==> src/asd_cfg.svh <==
/*
 * Constants for the ADC setup/configuration decode block: command byte
 * prefixes, field positions, power-up values, byte length and temperature offset.
 * Assumes inclusion by bare name from the package and design modules.
 */
`ifndef ASD_CFG_SVH
`define ASD_CFG_SVH

// command byte prefixes (compared against the top bits of a byte)
`define ASD_CONV_PFX 1'h1
`define ASD_SETUP_PFX 2'h1
`define ASD_AVG_PFX 3'h1
`define ASD_RESET_PFX 4'h1

// field positions inside the command bytes
`define ASD_SETUP_CK_HI 5
`define ASD_SETUP_CK_LO 4
`define ASD_SETUP_REF_HI 3
`define ASD_SETUP_REF_LO 2
`define ASD_SETUP_DIFF_HI 1
`define ASD_SETUP_DIFF_LO 0
`define ASD_AVG_ON_BIT 4
`define ASD_RESET_TYPE_BIT 3

// power-up values
`define ASD_SETUP_RST 8'h20
`define ASD_REG_RST 8'h00

// bits per command byte
`define ASD_BYTE_BITS 4'h8

// Kelvin to Celsius at 1/8 degree per code: 273.15 * 8
`define ASD_TEMP_OFFSET 12'h889

`endif

==> src/asd_pkg.sv <==
/*
 * Types for the ADC setup/configuration decode block.
 * Assumes asd_cfg.svh is on the include path.
 */
`include "asd_cfg.svh"

package asd_pkg;

    typedef enum logic [1:0] {
        ASD_CK_INT_START = 2'b00,
        ASD_CK_INT_EXTACQ = 2'b01,
        ASD_CK_INT_AUTO = 2'b10,
        ASD_CK_SERIAL = 2'b11
    } asd_clk_mode_t;

    typedef enum logic [1:0] {
        ASD_REF_INT_PULSED = 2'b00,
        ASD_REF_EXT_SINGLE = 2'b01,
        ASD_REF_INT_ON = 2'b10,
        ASD_REF_EXT_DIFF = 2'b11
    } asd_ref_mode_t;

    typedef enum logic [1:0] {
        ASD_DIFF_NONE0 = 2'b00,
        ASD_DIFF_NONE1 = 2'b01,
        ASD_DIFF_UNI = 2'b10,
        ASD_DIFF_BIP = 2'b11
    } asd_diff_sel_t;

    // what the next complete byte of the frame is taken as
    typedef enum logic [1:0] {
        ASD_ST_CMD = 2'b00,
        ASD_ST_UNI = 2'b01,
        ASD_ST_BIP = 2'b10
    } asd_state_t;

    typedef struct packed {
        logic [1:0] pfx;
        asd_clk_mode_t clk_mode;
        asd_ref_mode_t ref_mode;
        asd_diff_sel_t diff_sel;
    } asd_setup_t;

    typedef struct packed {
        logic avg_sel;
        logic averaging_enable;
        logic [1:0] navg;
        logic [1:0] nscan;
    } asd_avg_t;

    typedef struct packed {
        logic [3:0] chan;
        logic [1:0] scan;
        logic temp;
    } asd_conv_t;

    // serial pins as one group
    typedef struct packed {
        logic cs_n;
        logic sclk;
        logic din;
    } asd_serial_t;

endpackage : asd_pkg

==> src/asd_sync.sv <==
/*
 * Two-flop synchroniser for a group of asynchronous levels.
 * Assumes inputs are quasi-static relative to i_ref_clk.
 */
`timescale 1ns/1ns
module asd_sync #(
    parameter int W = 1
) (
    // clock, reset, enable
    input wire logic i_ref_clk,
    input wire logic i_rst,
    input wire logic i_ce,
    // levels
    input wire logic [W-1:0] i_async,
    output logic [W-1:0] o_sync
);
    logic [W-1:0] meta_r;

    // first stage feeds only the second
    always_ff @(posedge i_ref_clk) begin
        if (i_rst) begin
            meta_r <= '0;
            o_sync <= '0;
        end else if (i_ce) begin
            meta_r <= i_async;
            o_sync <= meta_r;
        end
    end
endmodule : asd_sync

==> src/asd_fmt.sv <==
/*
 * Result word formatter: conversion codes and temperature codes into the
 * 16-bit words shifted out MSB first by the readout logic.
 * Assumes result strobes come from logic on i_ref_clk.
 */
`timescale 1ns/1ns
`include "asd_cfg.svh"
module asd_fmt
    import asd_pkg::*;
(
    // clock, reset, enable
    input wire logic i_ref_clk,
    input wire logic i_rst,
    input wire logic i_ce,
    // conversion result: 10-bit code plus two sub-bits, offset binary
    input wire logic i_conv_valid,
    input wire logic [11:0] i_conv_code,
    input wire logic i_conv_bipolar,
    // temperature: high-bias and low-bias conversions
    input wire logic i_temp_valid,
    input wire logic [11:0] i_temp_hi,
    input wire logic [11:0] i_temp_lo,
    // formatted word
    output logic [15:0] o_word,
    output logic o_word_valid
);
    logic [11:0] temp_code;
    logic [11:0] conv_code;

    // high minus low gives Kelvin in 1/8 degree, offset takes it to C
    assign temp_code = i_temp_hi - i_temp_lo - `ASD_TEMP_OFFSET;
    // bipolar: flip MSB of offset binary to get two's complement
    assign conv_code = {i_conv_code[11] ^ i_conv_bipolar,
                        i_conv_code[10:0]};

    always_ff @(posedge i_ref_clk) begin
        if (i_rst) begin
            o_word <= 16'h0000;
            o_word_valid <= 1'b0;
        end else if (i_ce) begin
            o_word_valid <= i_conv_valid | i_temp_valid;
            if (i_temp_valid) begin
                o_word <= {4'h0, temp_code};
            end else if (i_conv_valid) begin
                o_word <= {4'h0, conv_code};
            end
        end
    end
endmodule : asd_fmt

==> src/asd_setup_decode.sv <==
/*
 * Serial configuration decode for a multichannel ADC: byte assembly from
 * the serial pins, setup/averaging/conversion/reset command decode, pair
 * registers, mode decode outputs and result formatting.
 * Assumes serial pins are asynchronous, sampled by a 20 MHz i_ref_clk, and
 * the serial clock is well below half that rate.
 */
// Function
// - byte with bit7=0, bit6=1 writes the setup register
// - clock mode 00: internal clock, internal acquisition, pin is start input
// - clock mode 01: internal clock, acquisition timed by start pin low time
// - mode 10 internal auto, pin analog; 11 serial clock times everything
// - reference 00: internal, off after scan, wake-up delay, pin analog
// - reference 10: internal reference always on, no wake-up delay
// - 01 external single-ended, 11 external differential; no wake-up delay
// - pair select 00/01: no follow-on byte, pair registers unchanged
// - pair select 10: next byte goes to unipolar pair register
// - pair select 11: next byte goes to bipolar pair register
// - averaging applies in every scan mode when enable bit is set
// - serial-clocked mode 11 disables averaging
// - scan mode 10 repeats conversions of one channel
// - reset command with type bit 1 empties the FIFO only
// - reset command with type bit 0 restores full power-up state
// - power-up: all blocks shut down, registers zero, setup clock mode 10
// - temperature is high-bias minus low-bias conversion, minus Celsius offset
// - temperature resolution is one eighth degree per code
// - conversion word: four zeros, 10-bit code MSB first, two sub-bits
// - temperature word: four zeros then 12-bit code
// - unipolar register bit7..0 map pairs 0/1..14/15 as unipolar
// - bipolar register bit7..0 map pairs 0/1..14/15 as bipolar
// - pair enabled in both registers is treated as unipolar
// - unipolar results straight binary, bipolar results two's complement
// - byte with bits 7..5 zero, bit4 one is a reset command
`timescale 1ns/1ns
`include "asd_cfg.svh"
module asd_setup_decode
    import asd_pkg::*;
(
    // clock, reset, enable
    input wire logic i_ref_clk,
    input wire logic i_rst,
    input wire logic i_ce,
    // serial port pins
    input wire logic i_cs_n,
    input wire logic i_sclk,
    input wire logic i_din,
    // clock-mode decode
    output logic o_int_conv_clock,
    output logic o_int_acq_timed,
    output logic o_start_pin_is_start,
    output logic o_sclk_conv_clock,
    // reference decode
    output logic o_ref_internal,
    output logic o_ref_powered,
    output logic o_ref_wake_needed,
    output logic o_ref_neg_is_ref,
    // averaging and scan decode
    output logic o_avg_active,
    output logic [1:0] o_avg_count_sel,
    output logic [1:0] o_scan_count_sel,
    output logic o_repeat_single,
    output logic [1:0] o_scan_mode,
    output logic [3:0] o_scan_chan,
    output logic o_temp_req,
    output logic o_conv_req,
    // pair configuration
    output logic [7:0] o_unipolar_pairs,
    output logic [7:0] o_bipolar_pairs,
    // reset actions
    output logic o_fifo_clear,
    output logic o_soft_reset,
    // raw register views
    output logic [7:0] o_setup_config,
    output logic [7:0] o_avg_config,
    // result input and formatted word
    input wire logic i_conv_valid,
    input wire logic [11:0] i_conv_code,
    input wire logic [3:0] i_conv_chan,
    input wire logic i_temp_valid,
    input wire logic [11:0] i_temp_hi,
    input wire logic [11:0] i_temp_lo,
    output logic [15:0] o_word,
    output logic o_word_valid
);
    asd_serial_t pins_async;
    asd_serial_t pins_s;
    logic sclk_d_r;
    logic sclk_rise;
    logic [7:0] shift_r;
    logic [7:0] shift_nxt;
    logic [3:0] bit_cnt_r;
    logic byte_done;
    asd_state_t state_r;
    asd_state_t state_nxt;
    asd_setup_t setup_r;
    asd_avg_t avg_r;
    asd_conv_t conv_r;
    logic [7:0] uni_r;
    logic [7:0] bip_r;
    logic [7:0] bip_eff;
    logic is_conv;
    logic is_setup;
    logic is_avg;
    logic is_reset;
    logic full_reset;
    logic conv_bipolar;

    assign pins_async = '{cs_n: i_cs_n, sclk: i_sclk, din: i_din};

    asd_sync #(
        .W(3)
    ) u_sync (
        .i_ref_clk(i_ref_clk),
        .i_rst(i_rst),
        .i_ce(i_ce),
        .i_async(pins_async),
        .o_sync(pins_s)
    );

    // serial clock edge detect on the synchronised copy
    always_ff @(posedge i_ref_clk) begin
        if (i_rst) begin
            sclk_d_r <= 1'b0;
        end else if (i_ce) begin
            sclk_d_r <= pins_s.sclk;
        end
    end

    assign sclk_rise = pins_s.sclk & ~sclk_d_r & ~pins_s.cs_n;
    assign shift_nxt = {shift_r[6:0], pins_s.din};
    // a byte counts only once its eighth bit is in
    assign byte_done = sclk_rise && (bit_cnt_r == `ASD_BYTE_BITS - 4'h1);

    // byte assembly, MSB first, restarted by every chip-select high
    always_ff @(posedge i_ref_clk) begin
        if (i_rst) begin
            shift_r <= 8'h00;
            bit_cnt_r <= 4'h0;
        end else if (i_ce) begin
            if (pins_s.cs_n) begin
                bit_cnt_r <= 4'h0;
            end else if (sclk_rise) begin
                shift_r <= shift_nxt;
                if (byte_done) begin
                    bit_cnt_r <= 4'h0;
                end else begin
                    bit_cnt_r <= bit_cnt_r + 4'h1;
                end
            end
        end
    end

    // command prefix decode on the completed byte
    assign is_conv = shift_nxt[7] == `ASD_CONV_PFX;
    assign is_setup = shift_nxt[7:6] == `ASD_SETUP_PFX;
    assign is_avg = shift_nxt[7:5] == `ASD_AVG_PFX;
    assign is_reset = shift_nxt[7:4] == `ASD_RESET_PFX;
    assign full_reset = byte_done && state_r == ASD_ST_CMD && is_reset
                        && !shift_nxt[`ASD_RESET_TYPE_BIT];

    // follow-on byte sequencing
    always_comb begin
        state_nxt = state_r;
        if (byte_done) begin
            state_nxt = ASD_ST_CMD;
            if (state_r == ASD_ST_CMD && is_setup) begin
                case (asd_diff_sel_t'(shift_nxt[1:0]))
                    ASD_DIFF_UNI: state_nxt = ASD_ST_UNI;
                    ASD_DIFF_BIP: state_nxt = ASD_ST_BIP;
                    default: state_nxt = ASD_ST_CMD;
                endcase
            end
        end
    end

    // pending pair byte is dropped when the frame ends
    always_ff @(posedge i_ref_clk) begin
        if (i_rst) begin
            state_r <= ASD_ST_CMD;
        end else if (i_ce) begin
            if (pins_s.cs_n) begin
                state_r <= ASD_ST_CMD;
            end else begin
                state_r <= state_nxt;
            end
        end
    end

    // setup register; full reset goes back to clock mode 10
    always_ff @(posedge i_ref_clk) begin
        if (i_rst || (i_ce && full_reset)) begin
            setup_r <= asd_setup_t'(`ASD_SETUP_RST);
        end else if (i_ce && byte_done && state_r == ASD_ST_CMD
                     && is_setup) begin
            setup_r <= asd_setup_t'(shift_nxt);
        end
    end

    // unipolar pair register; only a follow-on byte writes it
    always_ff @(posedge i_ref_clk) begin
        if (i_rst || (i_ce && full_reset)) begin
            uni_r <= `ASD_REG_RST;
        end else if (i_ce && byte_done && state_r == ASD_ST_UNI) begin
            uni_r <= shift_nxt;
        end
    end

    // bipolar pair register
    always_ff @(posedge i_ref_clk) begin
        if (i_rst || (i_ce && full_reset)) begin
            bip_r <= `ASD_REG_RST;
        end else if (i_ce && byte_done && state_r == ASD_ST_BIP) begin
            bip_r <= shift_nxt;
        end
    end

    // averaging register
    always_ff @(posedge i_ref_clk) begin
        if (i_rst || (i_ce && full_reset)) begin
            avg_r <= asd_avg_t'(6'(`ASD_REG_RST));
        end else if (i_ce && byte_done && state_r == ASD_ST_CMD
                     && is_avg) begin
            avg_r <= asd_avg_t'(shift_nxt[5:0]);
        end
    end

    // conversion register and its one-cycle request strobe
    always_ff @(posedge i_ref_clk) begin
        if (i_rst || (i_ce && full_reset)) begin
            conv_r <= asd_conv_t'(7'h00);
            o_conv_req <= 1'b0;
        end else if (i_ce) begin
            o_conv_req <= 1'b0;
            if (byte_done && state_r == ASD_ST_CMD && is_conv) begin
                conv_r <= asd_conv_t'(shift_nxt[6:0]);
                o_conv_req <= 1'b1;
            end
        end
    end

    // reset-command strobes for the FIFO and the other blocks
    always_ff @(posedge i_ref_clk) begin
        if (i_rst) begin
            o_fifo_clear <= 1'b0;
            o_soft_reset <= 1'b0;
        end else if (i_ce) begin
            o_fifo_clear <= byte_done && state_r == ASD_ST_CMD && is_reset
                            && shift_nxt[`ASD_RESET_TYPE_BIT];
            // full reset raises only o_soft_reset; o_fifo_clear stays low
            o_soft_reset <= full_reset;
        end
    end

    // clock-mode decode
    always_comb begin
        o_int_conv_clock = setup_r.clk_mode != ASD_CK_SERIAL;
        o_int_acq_timed = 1'b0;
        o_start_pin_is_start = 1'b0;
        o_sclk_conv_clock = 1'b0;
        case (setup_r.clk_mode)
            ASD_CK_INT_START: begin
                o_int_acq_timed = 1'b1;
                o_start_pin_is_start = 1'b1;
            end
            ASD_CK_INT_EXTACQ: begin
                o_start_pin_is_start = 1'b1;
            end
            ASD_CK_INT_AUTO: begin
                o_int_acq_timed = 1'b1;
            end
            default: begin
                o_sclk_conv_clock = 1'b1;
            end
        endcase
    end

    // reference decode; mode 00 at power-up leaves the reference off
    always_comb begin
        o_ref_internal = 1'b0;
        o_ref_powered = 1'b0;
        o_ref_wake_needed = 1'b0;
        o_ref_neg_is_ref = 1'b0;
        case (setup_r.ref_mode)
            ASD_REF_INT_PULSED: begin
                o_ref_internal = 1'b1;
                o_ref_wake_needed = 1'b1;
            end
            ASD_REF_INT_ON: begin
                o_ref_internal = 1'b1;
                o_ref_powered = 1'b1;
            end
            ASD_REF_EXT_DIFF: begin
                o_ref_neg_is_ref = 1'b1;
            end
            default: begin
                o_ref_neg_is_ref = 1'b0;
            end
        endcase
    end

    // averaging is meaningless when the host clocks each conversion
    assign o_avg_active = avg_r.averaging_enable
                          && setup_r.clk_mode != ASD_CK_SERIAL;
    assign o_avg_count_sel = avg_r.navg;
    assign o_scan_count_sel = avg_r.nscan;
    assign o_scan_mode = conv_r.scan;
    assign o_scan_chan = conv_r.chan;
    assign o_temp_req = conv_r.temp;
    assign o_repeat_single = conv_r.scan == 2'b10;

    // unipolar wins where a pair is set in both
    assign bip_eff = bip_r & ~uni_r;
    assign o_unipolar_pairs = uni_r;
    assign o_bipolar_pairs = bip_eff;
    assign o_setup_config = setup_r;
    assign o_avg_config = {2'b00, avg_r};

    // pair 0/1 sits in bit 7, so index from the top
    assign conv_bipolar = bip_eff[3'h7 - i_conv_chan[3:1]];

    asd_fmt u_fmt (
        .i_ref_clk(i_ref_clk),
        .i_rst(i_rst),
        .i_ce(i_ce),
        .i_conv_valid(i_conv_valid),
        .i_conv_code(i_conv_code),
        .i_conv_bipolar(conv_bipolar),
        .i_temp_valid(i_temp_valid),
        .i_temp_hi(i_temp_hi),
        .i_temp_lo(i_temp_lo),
        .o_word(o_word),
        .o_word_valid(o_word_valid)
    );
endmodule : asd_setup_decode

==> config.mk <==
export PLATFORM = sky130hd
export DESIGN_NAME = asd_setup_decode
export DESIGN_NICKNAME = d
export VERILOG_FILES = /design/src/asd_pkg.sv /design/src/asd_sync.sv /design/src/asd_fmt.sv /design/src/asd_setup_decode.sv
export VERILOG_INCLUDE_DIRS = /design/src
export SDC_FILE = /design/constraint.sdc
export NUM_CORES = 1
export LEC_CHECK = 0
export BUFFER_PORTS_ARGS = -buffer_cell sky130_fd_sc_hd__buf_2
export CAP_MARGIN = 0
export CORE_ASPECT_RATIO = 1.75
export CORE_MARGIN = 4
export CORE_UTILIZATION = 40
export CTS_CLUSTER_DIAMETER = 30
export DETAILED_ROUTE_END_ITERATION = 10
export PLACE_DENSITY_LB_ADDON = 0.3
export SETUP_SLACK_MARGIN = 0.02
export SYNTH_ARGS = -nofsm -noshare
export SYNTH_HDL_FRONTEND = slang
export SYNTH_HIERARCHICAL = 1
export SYNTH_SLANG_ARGS = --single-unit
==> constraint.sdc <==
create_clock -name i_ref_clk -period 2.79 [get_ports i_ref_clk]
set_clock_uncertainty 0.15 [all_clocks]
set_input_delay 0.558 -clock i_ref_clk [delete_from_list [all_inputs] [get_ports i_ref_clk]]
set_output_delay 0.558 -clock i_ref_clk [all_outputs]
set_load 0.02 [all_outputs]
==> results of run 1 <==
==> worst paths after layout <==
| path | from | to | slack [ns] | depth (start not counted) |
|---|---|---|---|---|
| worst max register to register | bip_r[0]$_SDFFE_PP0P_ | u_fmt/o_word[11]$_SDFFE_PP0P_ | 0.59 | 8 |
| worst min register to register | o_setup_config[7]$_SDFFE_PP0P_ | o_setup_config[7]$_SDFFE_PP0P_ | 0.28 | 2 |
| worst min-delay path | o_setup_config[7]$_SDFFE_PP0P_ | o_setup_config[7]$_SDFFE_PP0P_ | 0.28 | 2 |
| worst max-delay path | i_temp_hi[1] | u_fmt/o_word[11]$_SDFFE_PP0P_ | 0.34 | 10 |
==> cell families after synthesis <==
kind of cell | synth area share, %
other cells | 0.189
fa+ha+maj | 7.43
simple gates | 19.4
buf+inv | 9.31
compound gates | 11.9
mux | 13.2
xor+xnor | 1.76
flops | 36.8
==> area by class of cell <==
type / count / area, µm² / share of cell area, %
clock inverter: 5 / 53.8 / 1.11
inverter: 40 / 150 / 3.10
multi-input combinational: 305 / 2160 / 44.6
clock buffer: 11 / 253 / 5.22
tap: 122 / 153 / 3.15
timing repair buffer: 119 / 611 / 12.6
sequential: 73 / 1460 / 30.2
==> sequential cells by signal (all words and copies together) (netlist names), 2 cells and up <==
register          flops
bit_cnt_r             4
bip_r                 8
shift_r               7
state_r               2
o_scan_count_sel      2
u_fmt/o_word         12
o_avg_count_sel       2
o_avg_config          2
o_unipolar_pairs      8
o_scan_chan           4
u_sync/meta_r         3
o_setup_config        8
u_sync/o_sync         3
o_scan_mode           2
==> report_power, final <==
| group | switching [mW] | leakage (nW) | internal, mW | total, mW |
|---|---|---|---|---|
| sequential | 0.0158 | 0.592 | 1.07 | 1.08 |
| clock | 0.425 | 0.155 | 0.737 | 1.16 |
| combinational | 0.216 | 1.64 | 0.151 | 0.367 |
==> cells in the final DEF (no fill, tap or decap), types with 7 or more instances in the layout <==
cell and instances:
clkbuf_16 9, ha_1 22, buf_2 113, nor2_1 60
nand2_1 26, nor2b_1 14, dfxtp_1 73, a211oi_1 7
inv_1 39, mux2i_1 47, a21oi_1 22, o21ai_0 8
==> worst min-delay path, cell delays in order (launching register included) <==
cell,delay [ns]
dfxtp_1,0.30
nand2_1,0.05
nor2_1,0.03
==> metal layers <==
layer	up-vias	global-route usage, %	share of wire [%]
li1	1719	-	-
met1	1562	17.2	39
met2	104	31.0	54
met3	14	3.82	5.2
met4	0	7.49	2.2
met5	-	0	0
==> impl_metrics.tcl, run 1 <==
set metrics [dict create \
    die_y_um 140 \
    rows 47 \
    cts_buffers 9 \
    grt_overflow 0 \
    clock_latency_ns 0.32 \
    start_kind "input pin" \
    crit_arrival_ns 2.50 \
    crit_top_cell "ha_1" \
    path_class "input pin to register" \
    dr.pass1.iters 4 \
    synth_cell_types 63 \
    dieArea_um2 11700 \
    port_buffers 113 \
    drt-vias-per-instance 5.04 \
    status "completed" \
    num_antenna_cells 0 \
    antenna_found_initial 0 \
    whs_ns 0.278 \
    worstPathMaxFanout 3 \
    async_reset_ff_share_pct 0 \
    fin_crit_sh_pct 87.8 \
    power.density_nw_per_um2 539 \
    fin_ws_ns 0.340 \
    synth_top_area_share_pct 36.8 \
    start_util_pct 41.5 \
    post-dp-hpwl_mm 7.31 \
    final_util_pct 50.5 \
    synth.top_cells.by_area "dfxtp_1, mux2i_1, ha_1" \
    clock_sinks 73 \
    clkTransAtPathRegs_ns 0.06 \
    path_delay_family "adder cells" \
    num_io_pins 121 \
    tightest_slew_ns 0.579 \
    drive_gt1_share_pct 27.7 \
    place_ws_ns 0.0352 \
    timing_hold_violations_final 0 \
    vias 3399 \
    final_net_count 619 \
    synth.largest_area_cell "dfxtp_1" \
    cts_tree "done" \
    seq_area_frac_synth_pct 36.8 \
    avgSynthCellArea_um2 8.90 \
    postLayoutCellArea_um2 4840 \
    htree_levels 3 \
    crit_buf_inv 2 \
    synth.most_common_cell "dfxtp_1" \
    ys.flop_type "dfxtp_1" \
    slew_viol_final 0 \
    power_leakage_nw 2.38 \
    synth_edf_count 0 \
    root_buffer "clkbuf_16" \
    setup_viol 0 \
    holdCritPathClass "register to register" \
    fin_tns_setup_ns 0 \
    area_growth_pct 21.7 \
    place_area_um2 4530 \
    grt_pass1_vias 3443 \
    postCtsHoldBufs 0 \
    max_stage_delay_ns 0.37 \
    coreArea_um2 9590 \
    drtIter0Drc 85 \
    fillers 915 \
    drt_wl_total_mm 9.56 \
    grt.total_usage_pct 16.6 \
    stdcell_count 675 \
    post_cts_buffers 0 \
    required_ns 2.84 \
    relSlewSlack_pct 61.1 \
    grt_pass1_wl_mm 15.8 \
    yosysWarnings 6 \
    ir_drop_v 0.000319 \
    ys_ff_latch 73 \
    rsz0062_at_grt "false" \
    worst_path_max_delay_cell "fa_1" \
    syn-cell-area_um2 3980 \
    gp_congestion 0.871 \
    cts_buffer_depth 2 \
    end_kind "register" \
    cts_resized 0 \
    die_w_um 83.4 \
    synth_commonest_cells "dfxtp_1, nor2_1, mux2i_1" \
    synth_cells 447 \
    p_total_mw 2.61 \
    avgRoutedWirePerCell_um 14.2 \
    fin_crit_ns 2.45 \
    place_inst 659 \
    max_cap_violations 0 \
    grt_max_degree 39 \
    max_freq_mhz 408 \
    route.detailed.drc 0 \
    path_cells "buf_2, ha_1, ha_1, inv_1, fa_1, nand2b_1, a21oi_1, o2111ai_1, a2bb2oi_1, o211ai_1" \
    postRouteAntennaNets 0 \
]
No activity file was read; power rests on OpenSTA's default activity.
==> run 2, diff against run 1 <==
Settings changed: RECOVER_POWER from default to 100.
Clock period 2.79 ns to 2.3 ns, I/O delays scaled along.
==> impl_metrics.tcl, run 2 (synthesis gave the netlist of run 1 again) <==
set metrics [dict create \
    path_class "input pin to register" \
    clock_latency_ns 0.33 \
    rows 47 \
    crit_arrival_ns 2.22 \
    r2r_slack_ns 0.16 \
    cts_tree "done" \
    vias 3519 \
    status "completed" \
    root_buffer "clkbuf_16" \
    dr.pass1.iters 4 \
    drtIter0Drc 104 \
    place_area_um2 4690 \
    rsz0062_at_grt "false" \
    regArea_um2 1460 \
    postRouteAntennaNets 0 \
    final_util_pct 50.8 \
    htree_levels 3 \
    postLayoutCellArea_um2 4870 \
    grt.total_usage_pct 16.9 \
    max_freq_mhz 460 \
    fin_tns_setup_ns 0 \
    power.density_nw_per_um2 636 \
    fin_crit_ns 2.18 \
    whs_ns 0.219 \
    grt_pass1_wl_mm 16.2 \
    num_antenna_cells 0 \
    p_total_mw 3.10 \
    r2r_end "u_fmt/o_word[11]$_SDFFE_PP0P_" \
    drt_wl_total_mm 9.70 \
    area_growth_pct 22.5 \
    endpoint "u_fmt/o_word[9]$_SDFFE_PP0P_" \
    die_w_um 83.4 \
    num_io_pins 121 \
    slew_viol_final 0 \
    start_util_pct 41.5 \
    worst_path_max_delay_cell "a221oi_1" \
    setup_viol 0 \
    fin_crit_sh_pct 94.6 \
    multi_input_area_um2 2180 \
    drt-vias-per-instance 5.09 \
    cts_buffer_depth 2 \
    crit_cells 10 \
    regToRegStartpoint "bip_r[7]$_SDFFE_PP0P_" \
    antenna_found_initial 0 \
    top_register "u_fmt/o_word" \
    layout_common_cells "dfxtp_1, clkbuf_1, nor2_1" \
    reg2reg_depth 8 \
    grt_pass1_vias 3598 \
    port_buffers 113 \
    avgRoutedWirePerCell_um 14.0 \
    cp-startpoint "i_temp_hi[1]" \
    post-dp-hpwl_mm 7.53 \
    grt_max_degree 39 \
    route.detailed.drc 0 \
    crit_top_cell "ha_1" \
    drive_gt1_share_pct 17.9 \
    final_common_cell "dfxtp_1" \
    ir_drop_v 0.000355 \
    max_cap_violations 0 \
    grt_overflow 0 \
    clock_sinks 73 \
    coreArea_um2 9590 \
    cts_buffers 9 \
    largest_register_ffs 12 \
    timing_hold_violations_final 0 \
    path_cells "buf_2, ha_1, ha_1, inv_1, fa_2, nand2b_4, nand2_1, a221oi_1, mux2i_1, a31oi_1" \
    dieArea_um2 11700 \
    final_net_count 636 \
    clkTransAtPathRegs_ns 0.06 \
    die_y_um 140 \
    path_delay_family "adder cells" \
    fillers 938 \
    gp_congestion 0.843 \
    power_leakage_nw 2.18 \
    post_cts_buffers 0 \
    max_stage_delay_ns 0.33 \
    tightest_slew_ns 0.909 \
    required_ns 2.34 \
    start_kind "input pin" \
    end_kind "register" \
    holdCritPathClass "input pin to register" \
    crit_buf_inv 2 \
    relSlewSlack_pct 38.7 \
    worstPathMaxFanout 3 \
]
## run 2: changes by cell type in the layout (fill, tap and decap cells not counted), moves of 2 or more
cell        before  now
clkbuf_1         0   69
buf_2          113   45
buf_4            6   22
nor2_1          60   63
clkinvlp_4       0    2
nor2_2           2    0
o21ai_0          8   10
o21ai_1          2    0
## run 2: where the power goes
| group | internal (mW) | total (mW) | switching (mW) |
|---|---|---|---|
| clock network | 0.782 | 1.30 | 0.518 |
| logic | 0.212 | 0.486 | 0.275 |
| registers | 1.29 | 1.31 | 0.0209 |
| total | 2.29 | 3.10 | 0.814 |
## run 2: per-layer routing
metal	GRT usage, %	up-vias	part of all wire (%)
li1	-	1752	-
met5	0	-	0
met2	32.1	117	55
met1	17.4	1633	38
met4	6.55	0	1.4
met3	4.05	17	6.1
## run 2: through the flow
step	worst slack [ns]	cells
floorplan	0.0380	451
global placement	-0.189	676
detailed placement	-0.224	676
CTS	0.135	692
global route	0.0185	692
finish	0.124	692
## run 2: worst reg2reg max path, stage by stage (launching register included)
cell	delay, ns
dfxtp_1	0.31
nor2b_1	0.16
mux4_2	0.45
mux2_2	0.30
xnor2_1	0.18
nor3_1	0.07
a21oi_1	0.15
a2bb2oi_1	0.16
o211ai_1	0.09
## run 2: final cells by class
cell class | instances | share of cell area (%)
multi-input combinational | 305 | 44.7
sequential | 73 | 30.0
timing repair buffer | 136 | 13.3
clock buffer | 11 | 5.19
tap | 122 | 3.13
inverter | 40 | 3.08
clock inverter | 5 | 0.616
## run 2: how the worst min path moves through the flow
| stage | startpoint | cells after the start | to |
|---|---|---|---|
| after global placement | o_setup_config[7]$_SDFFE_PP0P_ | 2 | o_setup_config[7]$_SDFFE_PP0P_ |
| final | i_cs_n | 3 | u_sync/meta_r[2]$_SDFFE_PP0P_ |
| after global routing | i_cs_n | 3 | u_sync/meta_r[2]$_SDFFE_PP0P_ |
| after CTS | i_cs_n | 3 | u_sync/meta_r[2]$_SDFFE_PP0P_ |
| after detailed placement | o_setup_config[7]$_SDFFE_PP0P_ | 2 | o_setup_config[7]$_SDFFE_PP0P_ |
| after floorplan | bip_r[0]$_SDFFE_PP0P_ | 2 | bip_r[0]$_SDFFE_PP0P_ |
## run 2: timing repair
action                                  CTS  global route
gates resized for setup                   0             2
hold buffers                              0             0
endpoints found under the setup margin    0             2
